[config.mk]
export PLATFORM = sky130hd
export DESIGN_NAME = cpu_status_and_mode_config
export DESIGN_NICKNAME = d
export VERILOG_FILES = /design/src/cpu_cfg_pkg.sv /design/src/cpu_status_and_mode_config.sv
export VERILOG_INCLUDE_DIRS = /design/src
export SDC_FILE = /design/constraint.sdc
export NUM_CORES = 1
export LEC_CHECK = 0
export ABC_CLOCK_PERIOD_IN_PS = 9200
export BUFFER_PORTS_ARGS = -buffer_cell sky130_fd_sc_hd__buf_4
export CAP_MARGIN = 0
export CELL_PAD_IN_SITES_DETAIL_PLACEMENT = 1
export CELL_PAD_IN_SITES_GLOBAL_PLACEMENT = 1
export CORE_MARGIN = 2
export CORE_UTILIZATION = 46
export CTS_CLUSTER_DIAMETER = 150
export CTS_CLUSTER_SIZE = 24
export DETAILED_ROUTE_END_ITERATION = 16
export GPL_TIMING_DRIVEN = 0
export PLACE_DENSITY_LB_ADDON = 0.1
export SKIP_CTS_REPAIR_TIMING = 1
export SYNTH_ARGS = -nofsm -noshare
export SYNTH_HDL_FRONTEND = slang
export SYNTH_SLANG_ARGS = --single-unit
[constraint.sdc]
create_clock -name clk -period 9.2 [get_ports clk]
set_input_delay 1.84 -clock clk [delete_from_list [all_inputs] [get_ports clk]]
set_output_delay 1.84 -clock clk [all_outputs]
set_load 0.005 [all_outputs]
[src/cpu_cfg_regs.svh]
// Register offsets, field positions and reset values of the core status block
`ifndef CPU_CFG_REGS_SVH
`define CPU_CFG_REGS_SVH

`define OFS_PROGRAM_STATUS 12'h000
`define OFS_VECTOR_TABLE_BASE 12'h004
`define OFS_RETURN_POINTER 12'h008
`define OFS_SYSTEM_STACK 12'h00c
`define OFS_USER_STACK 12'h010
`define OFS_STACK_ALIAS 12'h014
`define OFS_PROGRAM_COUNTER 12'h018
`define OFS_BOOT_STATUS 12'h01c
`define OFS_MODE_BYTE 12'h7fd
`define OFS_MODE_HOLE 12'h7ff

`define PS_ILM_LSB 16
`define PS_ILM_MSB 20
`define PS_DIV_HI_BIT 10
`define PS_DIV_LO_BIT 9
`define PS_TRACE_BIT 8
`define PS_STACK_SEL_BIT 5
`define PS_INT_EN_BIT 4
`define PS_WRITE_MASK 32'h001f073f

`define MODE_RAM_EN_BIT 2
`define MODE_WIDTH_MSB 1
`define MODE_RESERVED_MSB 7
`define MODE_RESERVED_LSB 3

`define ILM_RESET 5'h0f
`define TBR_RESET 32'h000ffc00
`define SSP_RESET 32'h00000000
`define MODE_RESET 8'h00
`define EXT_VECTOR_PINS 3'h1

`define MODE_VECTOR_ADDR 32'h000ffff8
`define RESET_VECTOR_ADDR 32'h000ffffc
`define EIT_FRAME_BYTES 32'h00000008
`define WORD_BYTES 32'h00000004
`define DIRECT_BYTE_LAST 10'h0ff
`define DIRECT_WORD_LAST 10'h3ff
`define SYNC_WAIT_CYCLES 2'h2

`endif

[src/cpu_cfg_pkg.sv]
// Types shared by the core status and mode configuration block
package cpu_cfg_pkg;

  typedef enum logic [4:0] {
    BOOT_SYNC = 5'h01,
    BOOT_MODE_REQ = 5'h02,
    BOOT_VEC_REQ = 5'h04,
    BOOT_RUN = 5'h08,
    BOOT_UNUSED = 5'h10
  } boot_state_t;

  typedef enum logic [2:0] {
    PUSH_IDLE = 3'h1,
    PUSH_STATUS = 3'h2,
    PUSH_COUNTER = 3'h4
  } push_state_t;

endpackage

[src/cpu_status_and_mode_config.sv]
// Core dedicated registers, boot mode fetch and mode byte
// Functional notes
// - General register fifteen reads zero after reset
// - Reserved status bits read zero, ignore writes
// - Reset clears stack-select and interrupt-enable flags
// - Interrupt level mask resets to fifteen
// - Vector table base takes its reset value
// - Call copies program counter to return pointer
// - Return loads program counter from return pointer
// - Register fifteen follows the stack-select flag
// - Exception entry pushes status and counter on system stack
// - System stack pointer resets to zero
// - Step trace flag enables per-instruction trap
// - Division flags hold between division steps
// - External vector pins fetch reset vector outside
// - Mode fetch writes the mode byte
// - Mode byte loads only during reset sequence
// - Mode bit two enables on-chip RAM
// - Low mode bits encode bus width
// - External mode copies width to area zero
// - Address two above mode byte reads nothing
// - Boot reads mode vector, then reset vector
`timescale 1ns/1ns
`default_nettype none
`include "cpu_cfg_regs.svh"

module cpu_status_and_mode_config
  import cpu_cfg_pkg::*;
(
  input wire logic clk,
  input wire logic rst_n,
  input wire logic [11:0] reg_addr,
  input wire logic [31:0] reg_wdata,
  input wire logic reg_wr,
  input wire logic reg_rd,
  output logic [31:0] reg_rdata,
  input wire logic mode_pin_two,
  input wire logic mode_pin_one,
  input wire logic mode_pin_zero,
  output logic fetch_req,
  output logic [31:0] fetch_addr,
  output logic fetch_external,
  input wire logic fetch_ack,
  input wire logic [31:0] fetch_data,
  output logic boot_done,
  input wire logic pc_we,
  input wire logic [31:0] pc_in,
  input wire logic call_exec,
  input wire logic ret_exec,
  input wire logic cc_we,
  input wire logic [3:0] cc_in,
  input wire logic div_step,
  input wire logic [1:0] div_flags_in,
  input wire logic eit_entry,
  output logic push_we,
  output logic [31:0] push_addr,
  output logic [31:0] push_data,
  output logic [31:0] program_counter,
  output logic [4:0] interrupt_level_mask,
  output logic stack_select,
  output logic interrupt_enable,
  output logic step_trace_enable,
  output logic [7:0] operating_mode_byte,
  output logic onchip_ram_enable,
  output logic [1:0] area_width_field,
  input wire logic [9:0] dir_addr,
  input wire logic dir_word,
  output logic dir_in_window
);

  // ************************************************************
  // Registers and mode pin synchroniser
  // ************************************************************
  logic [4:0] ilm_q;
  logic [2:0] scr_q;
  logic [5:0] ccr_q;
  logic [31:0] tbr_q;
  logic [31:0] rp_q;
  logic [31:0] ssp_q;
  logic [31:0] usp_q;
  logic [31:0] pc_q;
  logic [7:0] mode_q;
  logic [1:0] width_q;
  logic [2:0] pins_meta_q;
  logic [2:0] pins_q;
  logic [1:0] sync_cnt_q;
  logic ext_q;
  boot_state_t boot_q;
  push_state_t push_q;
  logic [31:0] push_addr_q;
  logic [31:0] push_data_q;
  logic [31:0] ps_frame_q;
  logic [31:0] rdata_q;
  logic [31:0] ps_value;
  logic wr_ps;
  logic wr_alias;

  // Pins are asynchronous straps; only the second stage is read
  always_ff @(posedge clk or negedge rst_n)
  begin
    if (!rst_n)
    begin
      pins_meta_q <= 3'h0;
      pins_q <= 3'h0;
    end
    else
    begin
      pins_meta_q <= {mode_pin_two, mode_pin_one, mode_pin_zero};
      pins_q <= pins_meta_q;
    end
  end

  assign ps_value = {11'h000, ilm_q, 5'h00, scr_q, 2'h0, ccr_q};
  assign wr_ps = reg_wr && (reg_addr == `OFS_PROGRAM_STATUS);
  assign wr_alias = reg_wr && (reg_addr == `OFS_STACK_ALIAS);

  // ************************************************************
  // Boot sequence: mode vector, then reset vector
  // ************************************************************
  // fixed vector order
  always_ff @(posedge clk or negedge rst_n)
  begin
    if (!rst_n)
    begin
      boot_q <= BOOT_SYNC;
      sync_cnt_q <= 2'h0;
      ext_q <= 1'b0;
    end
    else
    begin
      case (boot_q)
        BOOT_SYNC:
        begin
          // Wait until the strap has crossed both stages
          if (sync_cnt_q == `SYNC_WAIT_CYCLES)
          begin
            boot_q <= BOOT_MODE_REQ;
            ext_q <= (pins_q == `EXT_VECTOR_PINS);
          end
          else
          begin
            sync_cnt_q <= sync_cnt_q + 2'h1;
          end
        end
        BOOT_MODE_REQ:
        begin
          if (fetch_ack)
          begin
            boot_q <= BOOT_VEC_REQ;
          end
        end
        BOOT_VEC_REQ:
        begin
          if (fetch_ack)
          begin
            boot_q <= BOOT_RUN;
          end
        end
        BOOT_RUN:
        begin
          boot_q <= BOOT_RUN;
        end
        default:
        begin
          boot_q <= BOOT_SYNC;
        end
      endcase
    end
  end

  assign fetch_req = (boot_q == BOOT_MODE_REQ) || (boot_q == BOOT_VEC_REQ);
  assign fetch_addr = (boot_q == BOOT_VEC_REQ) ? `RESET_VECTOR_ADDR : `MODE_VECTOR_ADDR;
  assign fetch_external = ext_q;
  assign boot_done = (boot_q == BOOT_RUN);

  // ************************************************************
  // Mode byte and area zero width
  // ************************************************************
  // mode fetch loads byte
  always_ff @(posedge clk or negedge rst_n)
  begin
    if (!rst_n)
    begin
      mode_q <= `MODE_RESET;
    end
    else if ((boot_q == BOOT_MODE_REQ) && fetch_ack)
    begin
      mode_q <= fetch_data[31:24];
    end
  end

  always_ff @(posedge clk or negedge rst_n)
  begin
    if (!rst_n)
    begin
      width_q <= 2'h0;
    end
    else if ((boot_q == BOOT_MODE_REQ) && fetch_ack && ext_q)
    begin
      width_q <= fetch_data[25:24];
    end
  end

  assign operating_mode_byte = mode_q;
  assign onchip_ram_enable = mode_q[`MODE_RAM_EN_BIT];
  assign area_width_field = width_q;

  // ************************************************************
  // Program counter and return pointer
  // ************************************************************
  always_ff @(posedge clk or negedge rst_n)
  begin
    if (!rst_n)
    begin
      pc_q <= 32'h0;
    end
    else if ((boot_q == BOOT_VEC_REQ) && fetch_ack)
    begin
      pc_q <= fetch_data;
    end
    else if (ret_exec)
    begin
      pc_q <= rp_q;
    end
    else if (pc_we)
    begin
      pc_q <= pc_in;
    end
    else if (reg_wr && (reg_addr == `OFS_PROGRAM_COUNTER))
    begin
      pc_q <= reg_wdata;
    end
  end

  always_ff @(posedge clk or negedge rst_n)
  begin
    if (!rst_n)
    begin
      rp_q <= 32'h0;
    end
    else if (call_exec)
    begin
      rp_q <= pc_q;
    end
    else if (reg_wr && (reg_addr == `OFS_RETURN_POINTER))
    begin
      rp_q <= reg_wdata;
    end
  end

  // ************************************************************
  // Program status
  // ************************************************************
  always_ff @(posedge clk or negedge rst_n)
  begin
    if (!rst_n)
    begin
      ilm_q <= `ILM_RESET;
      scr_q <= 3'h0;
      ccr_q <= 6'h00;
    end
    else
    begin
      if (wr_ps)
      begin
        ilm_q <= reg_wdata[`PS_ILM_MSB:`PS_ILM_LSB];
        scr_q <= reg_wdata[`PS_DIV_HI_BIT:`PS_TRACE_BIT];
        ccr_q <= reg_wdata[5:0];
      end
      else
      begin
        if (div_step)
        begin
          scr_q[2:1] <= div_flags_in;
        end
        if (cc_we)
        begin
          ccr_q[3:0] <= cc_in;
        end
      end
    end
  end

  assign interrupt_level_mask = ilm_q;
  assign stack_select = ccr_q[`PS_STACK_SEL_BIT];
  assign interrupt_enable = ccr_q[`PS_INT_EN_BIT];
  assign step_trace_enable = scr_q[0];
  assign program_counter = pc_q;

  // ************************************************************
  // Stack pointers and exception push
  // ************************************************************
  always_ff @(posedge clk or negedge rst_n)
  begin
    if (!rst_n)
    begin
      ssp_q <= `SSP_RESET;
    end
    else if (eit_entry && (push_q == PUSH_IDLE))
    begin
      ssp_q <= ssp_q - `EIT_FRAME_BYTES;
    end
    else if ((reg_wr && (reg_addr == `OFS_SYSTEM_STACK)) || (wr_alias && !stack_select))
    begin
      ssp_q <= reg_wdata;
    end
  end

  always_ff @(posedge clk or negedge rst_n)
  begin
    if (!rst_n)
    begin
      usp_q <= 32'h0;
    end
    else if ((reg_wr && (reg_addr == `OFS_USER_STACK)) || (wr_alias && stack_select))
    begin
      usp_q <= reg_wdata;
    end
  end

  // Entries arriving mid-push are dropped; core issues one per frame
  always_ff @(posedge clk or negedge rst_n)
  begin
    if (!rst_n)
    begin
      push_q <= PUSH_IDLE;
      push_addr_q <= 32'h0;
      push_data_q <= 32'h0;
      ps_frame_q <= 32'h0;
    end
    else
    begin
      case (push_q)
        PUSH_IDLE:
        begin
          if (eit_entry)
          begin
            push_q <= PUSH_STATUS;
            push_addr_q <= ssp_q - `WORD_BYTES;
            push_data_q <= ps_value;
            ps_frame_q <= pc_q;
          end
        end
        PUSH_STATUS:
        begin
          push_q <= PUSH_COUNTER;
          push_addr_q <= push_addr_q - `WORD_BYTES;
          push_data_q <= ps_frame_q;
        end
        default:
        begin
          push_q <= PUSH_IDLE;
        end
      endcase
    end
  end

  assign push_we = (push_q != PUSH_IDLE);
  assign push_addr = push_addr_q;
  assign push_data = push_data_q;

  assign dir_in_window = dir_word ? (dir_addr <= `DIRECT_WORD_LAST) :
                         (dir_addr <= `DIRECT_BYTE_LAST);

  // ************************************************************
  // Register read port
  // ************************************************************
  always_ff @(posedge clk or negedge rst_n)
  begin
    if (!rst_n)
    begin
      rdata_q <= 32'h0;
    end
    else if (reg_rd)
    begin
      case (reg_addr)
        `OFS_PROGRAM_STATUS: rdata_q <= ps_value;
        `OFS_VECTOR_TABLE_BASE: rdata_q <= tbr_q;
        `OFS_RETURN_POINTER: rdata_q <= rp_q;
        `OFS_SYSTEM_STACK: rdata_q <= ssp_q;
        `OFS_USER_STACK: rdata_q <= usp_q;
        // alias reads system stack after reset
        `OFS_STACK_ALIAS: rdata_q <= stack_select ? usp_q : ssp_q;
        `OFS_PROGRAM_COUNTER: rdata_q <= pc_q;
        `OFS_BOOT_STATUS: rdata_q <= {27'h0, ext_q, pins_q, boot_done};
        `OFS_MODE_BYTE: rdata_q <= {24'h0, mode_q};
        `OFS_MODE_HOLE: rdata_q <= 32'h0;
        default: rdata_q <= 32'h0;
      endcase
    end
    else
    begin
      rdata_q <= 32'h0;
    end
  end

  assign reg_rdata = rdata_q;

  always_ff @(posedge clk or negedge rst_n)
  begin
    if (!rst_n)
    begin
      tbr_q <= `TBR_RESET;
    end
    else if (reg_wr && (reg_addr == `OFS_VECTOR_TABLE_BASE))
    begin
      tbr_q <= reg_wdata;
    end
  end
endmodule
`default_nettype wire

==> results.yml <==
setup_path:
  critical_path.cell_chain: "or3b_1 > clkbuf_1 > inv_2 > clkbuf_1 > buf_1 > clkbuf_1 > nor2_1 > a21oi_1 > ha_1 > inv_1 > a211oi_1 > o221ai_1 > nor3_1 > o22ai_1 > a211oi_1"
  timing.critical_path.required_ps: 9640
  rr_startpoint: "push_q[2]"
  critPathLaunchType: "flop"
  critical-path-top-delay-family: "buffers and inverters"
  crit_buf_inv: 6
  worstPathArrival_ps: 6520
  critPathMaxStageDelay_ps: 710
  cpMostUsedCell: "sky130_fd_sc_hd__clkbuf_1"
  crit_start: "push_q[2]"
  worstPathMaxFanout: 11
  critPathCaptureType: "flop"
  cp_slowest_cell: "sky130_fd_sc_hd__clkbuf_1"
  timing.setup.critical_path_class: "reg2reg"
drt:
  finalWirelength_mm: 68.6
  wl_per_cell_microns: 26.9
  avgViaCountPerCell: 6.27
  vias: 16000
  detailedRoute.firstIterationViolations: 1464
  drc: 0
  drt-pass1-iter-count: 7
  postRouteAntennaNets: 0
final_layout:
  syn2layout_area_growth_pct: 20.0
  drive_above_1_share_pct: 21.8
  finalNetCount: 2226
  layout.cell_area.non_filler_sq_um: 20000
  layoutNonFillerInstCount: 2554
  nFillCells: 4191
  finalCoreUtilization_pct: 56.2
logic_synthesis:
  synth_enable_flop_cells: 0
  synth_sequential_area_ratio_pct: 49.3
  ys_ff_latch: 328
  synth_compound_area_share_pct: 15.9
  main_combinational_cell_family_by_area_after_synthesis: "simple AND/OR/NAND/NOR gates"
  synthMuxAreaShare_pct: 13.0
  postSynth.topFlopCell: "sky130_fd_sc_hd__dfrtp_1"
  synthXorXnorAreaFrac_pct: 0.367
  synth.avg_cell_area_sq_um: 9.52
  postSynth.asyncResetShare_pct: 100
  syn-cell-area_sq_um: 16700
  post_synth_fa_ha_maj_area_fraction_pct: 0.225
  synth-warning-count: 0
  post_synth_num_cell_types: 74
  syn-instance-count: 1754
  yosys.area_share.simple_pct: 16.3
sta:
  setup_viol: 0
  worst_slew_pin_slew_ps: 1270
  final_hold_viol_count: 0
  fin_worst_hold_slack_ps: 354
  finalClockSkew_ps: 34.6
  tightest_slew_margin_relative_to_the_limit_pct: 14.8
  rsz0062_at_grt: "no"
  final.setup.worst_slack_ps: 3120
  slew_violations: 0
  max_freq_ghz: 0.164
  period_share_pct: 66.1
  timing.setup.tns_ps: 0
  finalWorstPathRequiredPeriod_ps: 6080
pwr:
  p_total_mw: 4.52
  pwr_density_cell_nw_per_um2: 225
  max-vdd-ir-drop_v: 0.000166
  power.leakage_nw: 9.24
run:
  timing.max_cap.violations: 0
clock_network:
  clk_pin_slew_ps: 130
  cts_tree: "done"
  clockBufferDepth: 3
  ctsHtreeMaxLevel: 1
  clk_latency_ps: 550
  cts.root.buffer_cell: "sky130_fd_sc_hd__clkbuf_16"
  cts-buffers-inserted: 17
  tritoncts_num_sinks: 328
floorplanning:
  fp.dieArea_sq_um: 37800
  rows: 69
  dieHeight_microns: 194
  dieWidth_microns: 194
  initial_core_util_pct: 46.8
  pin_count: 323
  fp.coreArea_sq_um: 35700
status:
  run_status: "finished, final reports clean"
place:
  port_buffers: 278
  placed_cells: 2526
  dp_hpwl_mm: 51.4
  gpl.final_weighted_congestion: 0.922
  post_dp_cell_area_sq_um: 19600
  place_worst_setup_slack_ps: 3340
global_route:
  grt_max_degree: 116
  number_of_antenna_violations_at_the_first_check_in_global_routing: 1
  gr_ovfl_total: 0
  grt_first_pass_wirelength_mm: 104
  first_global_vias: 16900
  grt.total_usage_pct: 35.9
min_path:
  hold_start: "pins_meta_q[1]"
  hold_path_class: "reg2reg"
## worst reg2reg max path: cells and delay by family, from the launching register on
family | cells | cell delay, ps
buffers and inverters | 6 | 2480
AO/OA/AOI/OAI | 5 | 1850
AND/OR/NAND/NOR | 3 | 950
flip-flops | 1 | 440
adder cells (fa/ha/maj) | 1 | 260
## state kept, by name, indices dropped and copies added (netlist names)
signal / count
scr_q: 3
pins_q: 3
ps_frame_q: 32
push_data: 32
push_addr: 32
rp_q: 32
push_q: 3
pins_meta_q: 3
program_counter: 32
sync_cnt_q: 2
area_width_field: 2
tbr_q: 32
boot_q: 4
ccr_q: 6
reg_rdata: 32
fetch_external: 1
operating_mode_byte: 8
ssp_q: 32
usp_q: 32
interrupt_level_mask: 5
## kinds of logic after synthesis
group	Yosys count
simple gates	610
compound gates	415
flops	328
mux	205
buf+inv	184
xor+xnor	7
fa+ha+maj	3
other cells	2
## cell usage after synthesis, types with 5 or more instances
master | number | share of area [%]
sky130_fd_sc_hd__dfrtp_1 | 312 | 47
sky130_fd_sc_hd__nand2_1 | 299 | 6.7
sky130_fd_sc_hd__nor2_1 | 123 | 2.8
sky130_fd_sc_hd__a21oi_1 | 122 | 3.7
sky130_fd_sc_hd__mux2i_1 | 114 | 6.8
sky130_fd_sc_hd__o21ai_0 | 110 | 3.3
sky130_fd_sc_hd__clkbuf_1 | 104 | 2.3
sky130_fd_sc_hd__mux2_2 | 90 | 6.1
sky130_fd_sc_hd__nand3_1 | 56 | 1.7
sky130_fd_sc_hd__nor3_1 | 37 | 1.1
sky130_fd_sc_hd__a222oi_1 | 34 | 2.0
sky130_fd_sc_hd__buf_4 | 32 | 1.4
sky130_fd_sc_hd__a22oi_1 | 31 | 1.4
sky130_fd_sc_hd__buf_1 | 29 | 0.65
sky130_fd_sc_hd__a31oi_1 | 21 | 0.79
sky130_fd_sc_hd__o211ai_1 | 18 | 0.81
sky130_fd_sc_hd__nor4_1 | 17 | 0.64
sky130_fd_sc_hd__a211oi_1 | 16 | 0.72
sky130_fd_sc_hd__dfstp_2 | 16 | 2.5
sky130_fd_sc_hd__inv_1 | 13 | 0.29
sky130_fd_sc_hd__or3_1 | 12 | 0.45
sky130_fd_sc_hd__or4_1 | 10 | 0.45
sky130_fd_sc_hd__nand2b_1 | 9 | 0.34
sky130_fd_sc_hd__o22ai_1 | 9 | 0.34
sky130_fd_sc_hd__nand4_1 | 8 | 0.30
sky130_fd_sc_hd__and3_1 | 7 | 0.26
sky130_fd_sc_hd__a311oi_1 | 6 | 0.31
sky130_fd_sc_hd__o311ai_0 | 6 | 0.31
sky130_fd_sc_hd__xnor2_1 | 5 | 0.26
## final cells by class
class                           instances  area (sq um)  area share (%)
Buffer                                170           771            3.85
Sequential cell                       328          8230            41.1
Antenna cell                            1          2.50          0.0125
Clock buffer                           26           459            2.29
Tap cell                              461           577            2.88
Multi-Input combinational cell       1271          7750            38.7
Clock inverter                          1          8.76          0.0437
Timing Repair Buffer                  282          2180            10.9
Inverter                               14          52.6           0.262
## cell usage in the layout, fill, tap and decap left out, drive strengths merged, types with 7 or more instances in the layout
master	netlist	final
buf	66	348
dfrtp	312	312
nand2	300	300
clkbuf	104	130
nor2	123	123
a21oi	122	122
mux2i	114	114
o21ai	112	112
mux2	91	91
nand3	56	56
nor3	37	37
a222oi	34	34
a22oi	31	31
conb	2	31
a31oi	21	21
o211ai	18	18
nor4	18	18
a211oi	16	16
dfstp	16	16
inv	14	15
or3	12	12
or4	12	12
nand2b	9	9
o22ai	9	9
nand4	8	8
and3	7	7
## power by group
part | internal [mW] | switching [mW]
Clock | 0.352 | 0.508
Combinational | 0.634 | 0.917
Sequential | 1.75 | 0.361
Total | 2.73 | 1.79
## routing by layer
metal	vias to the layer above	global-route usage [%]	part of all wire, %
met5	-	0	0.019
met4	2	15.6	4.3
met3	165	4.84	7.2
met2	756	60.1	48
met1	8164	46.8	40
li1	6921	-	-
## worst paths after layout
check                                 endpoint  slack [ps]  cells past startpoint
max in group asynchronous  area_width_field[1]        6650                      3
hold / removal                       pins_q[1]         350                      0
setup / recovery                 push_addr[26]        3120                     15
setup reg to reg                 push_addr[26]        3120                     15
hold reg to reg                      pins_q[1]         350                      0
min in group asynchronous        push_addr[10]        1190                      1
Power figures use the tool's default switching activity.
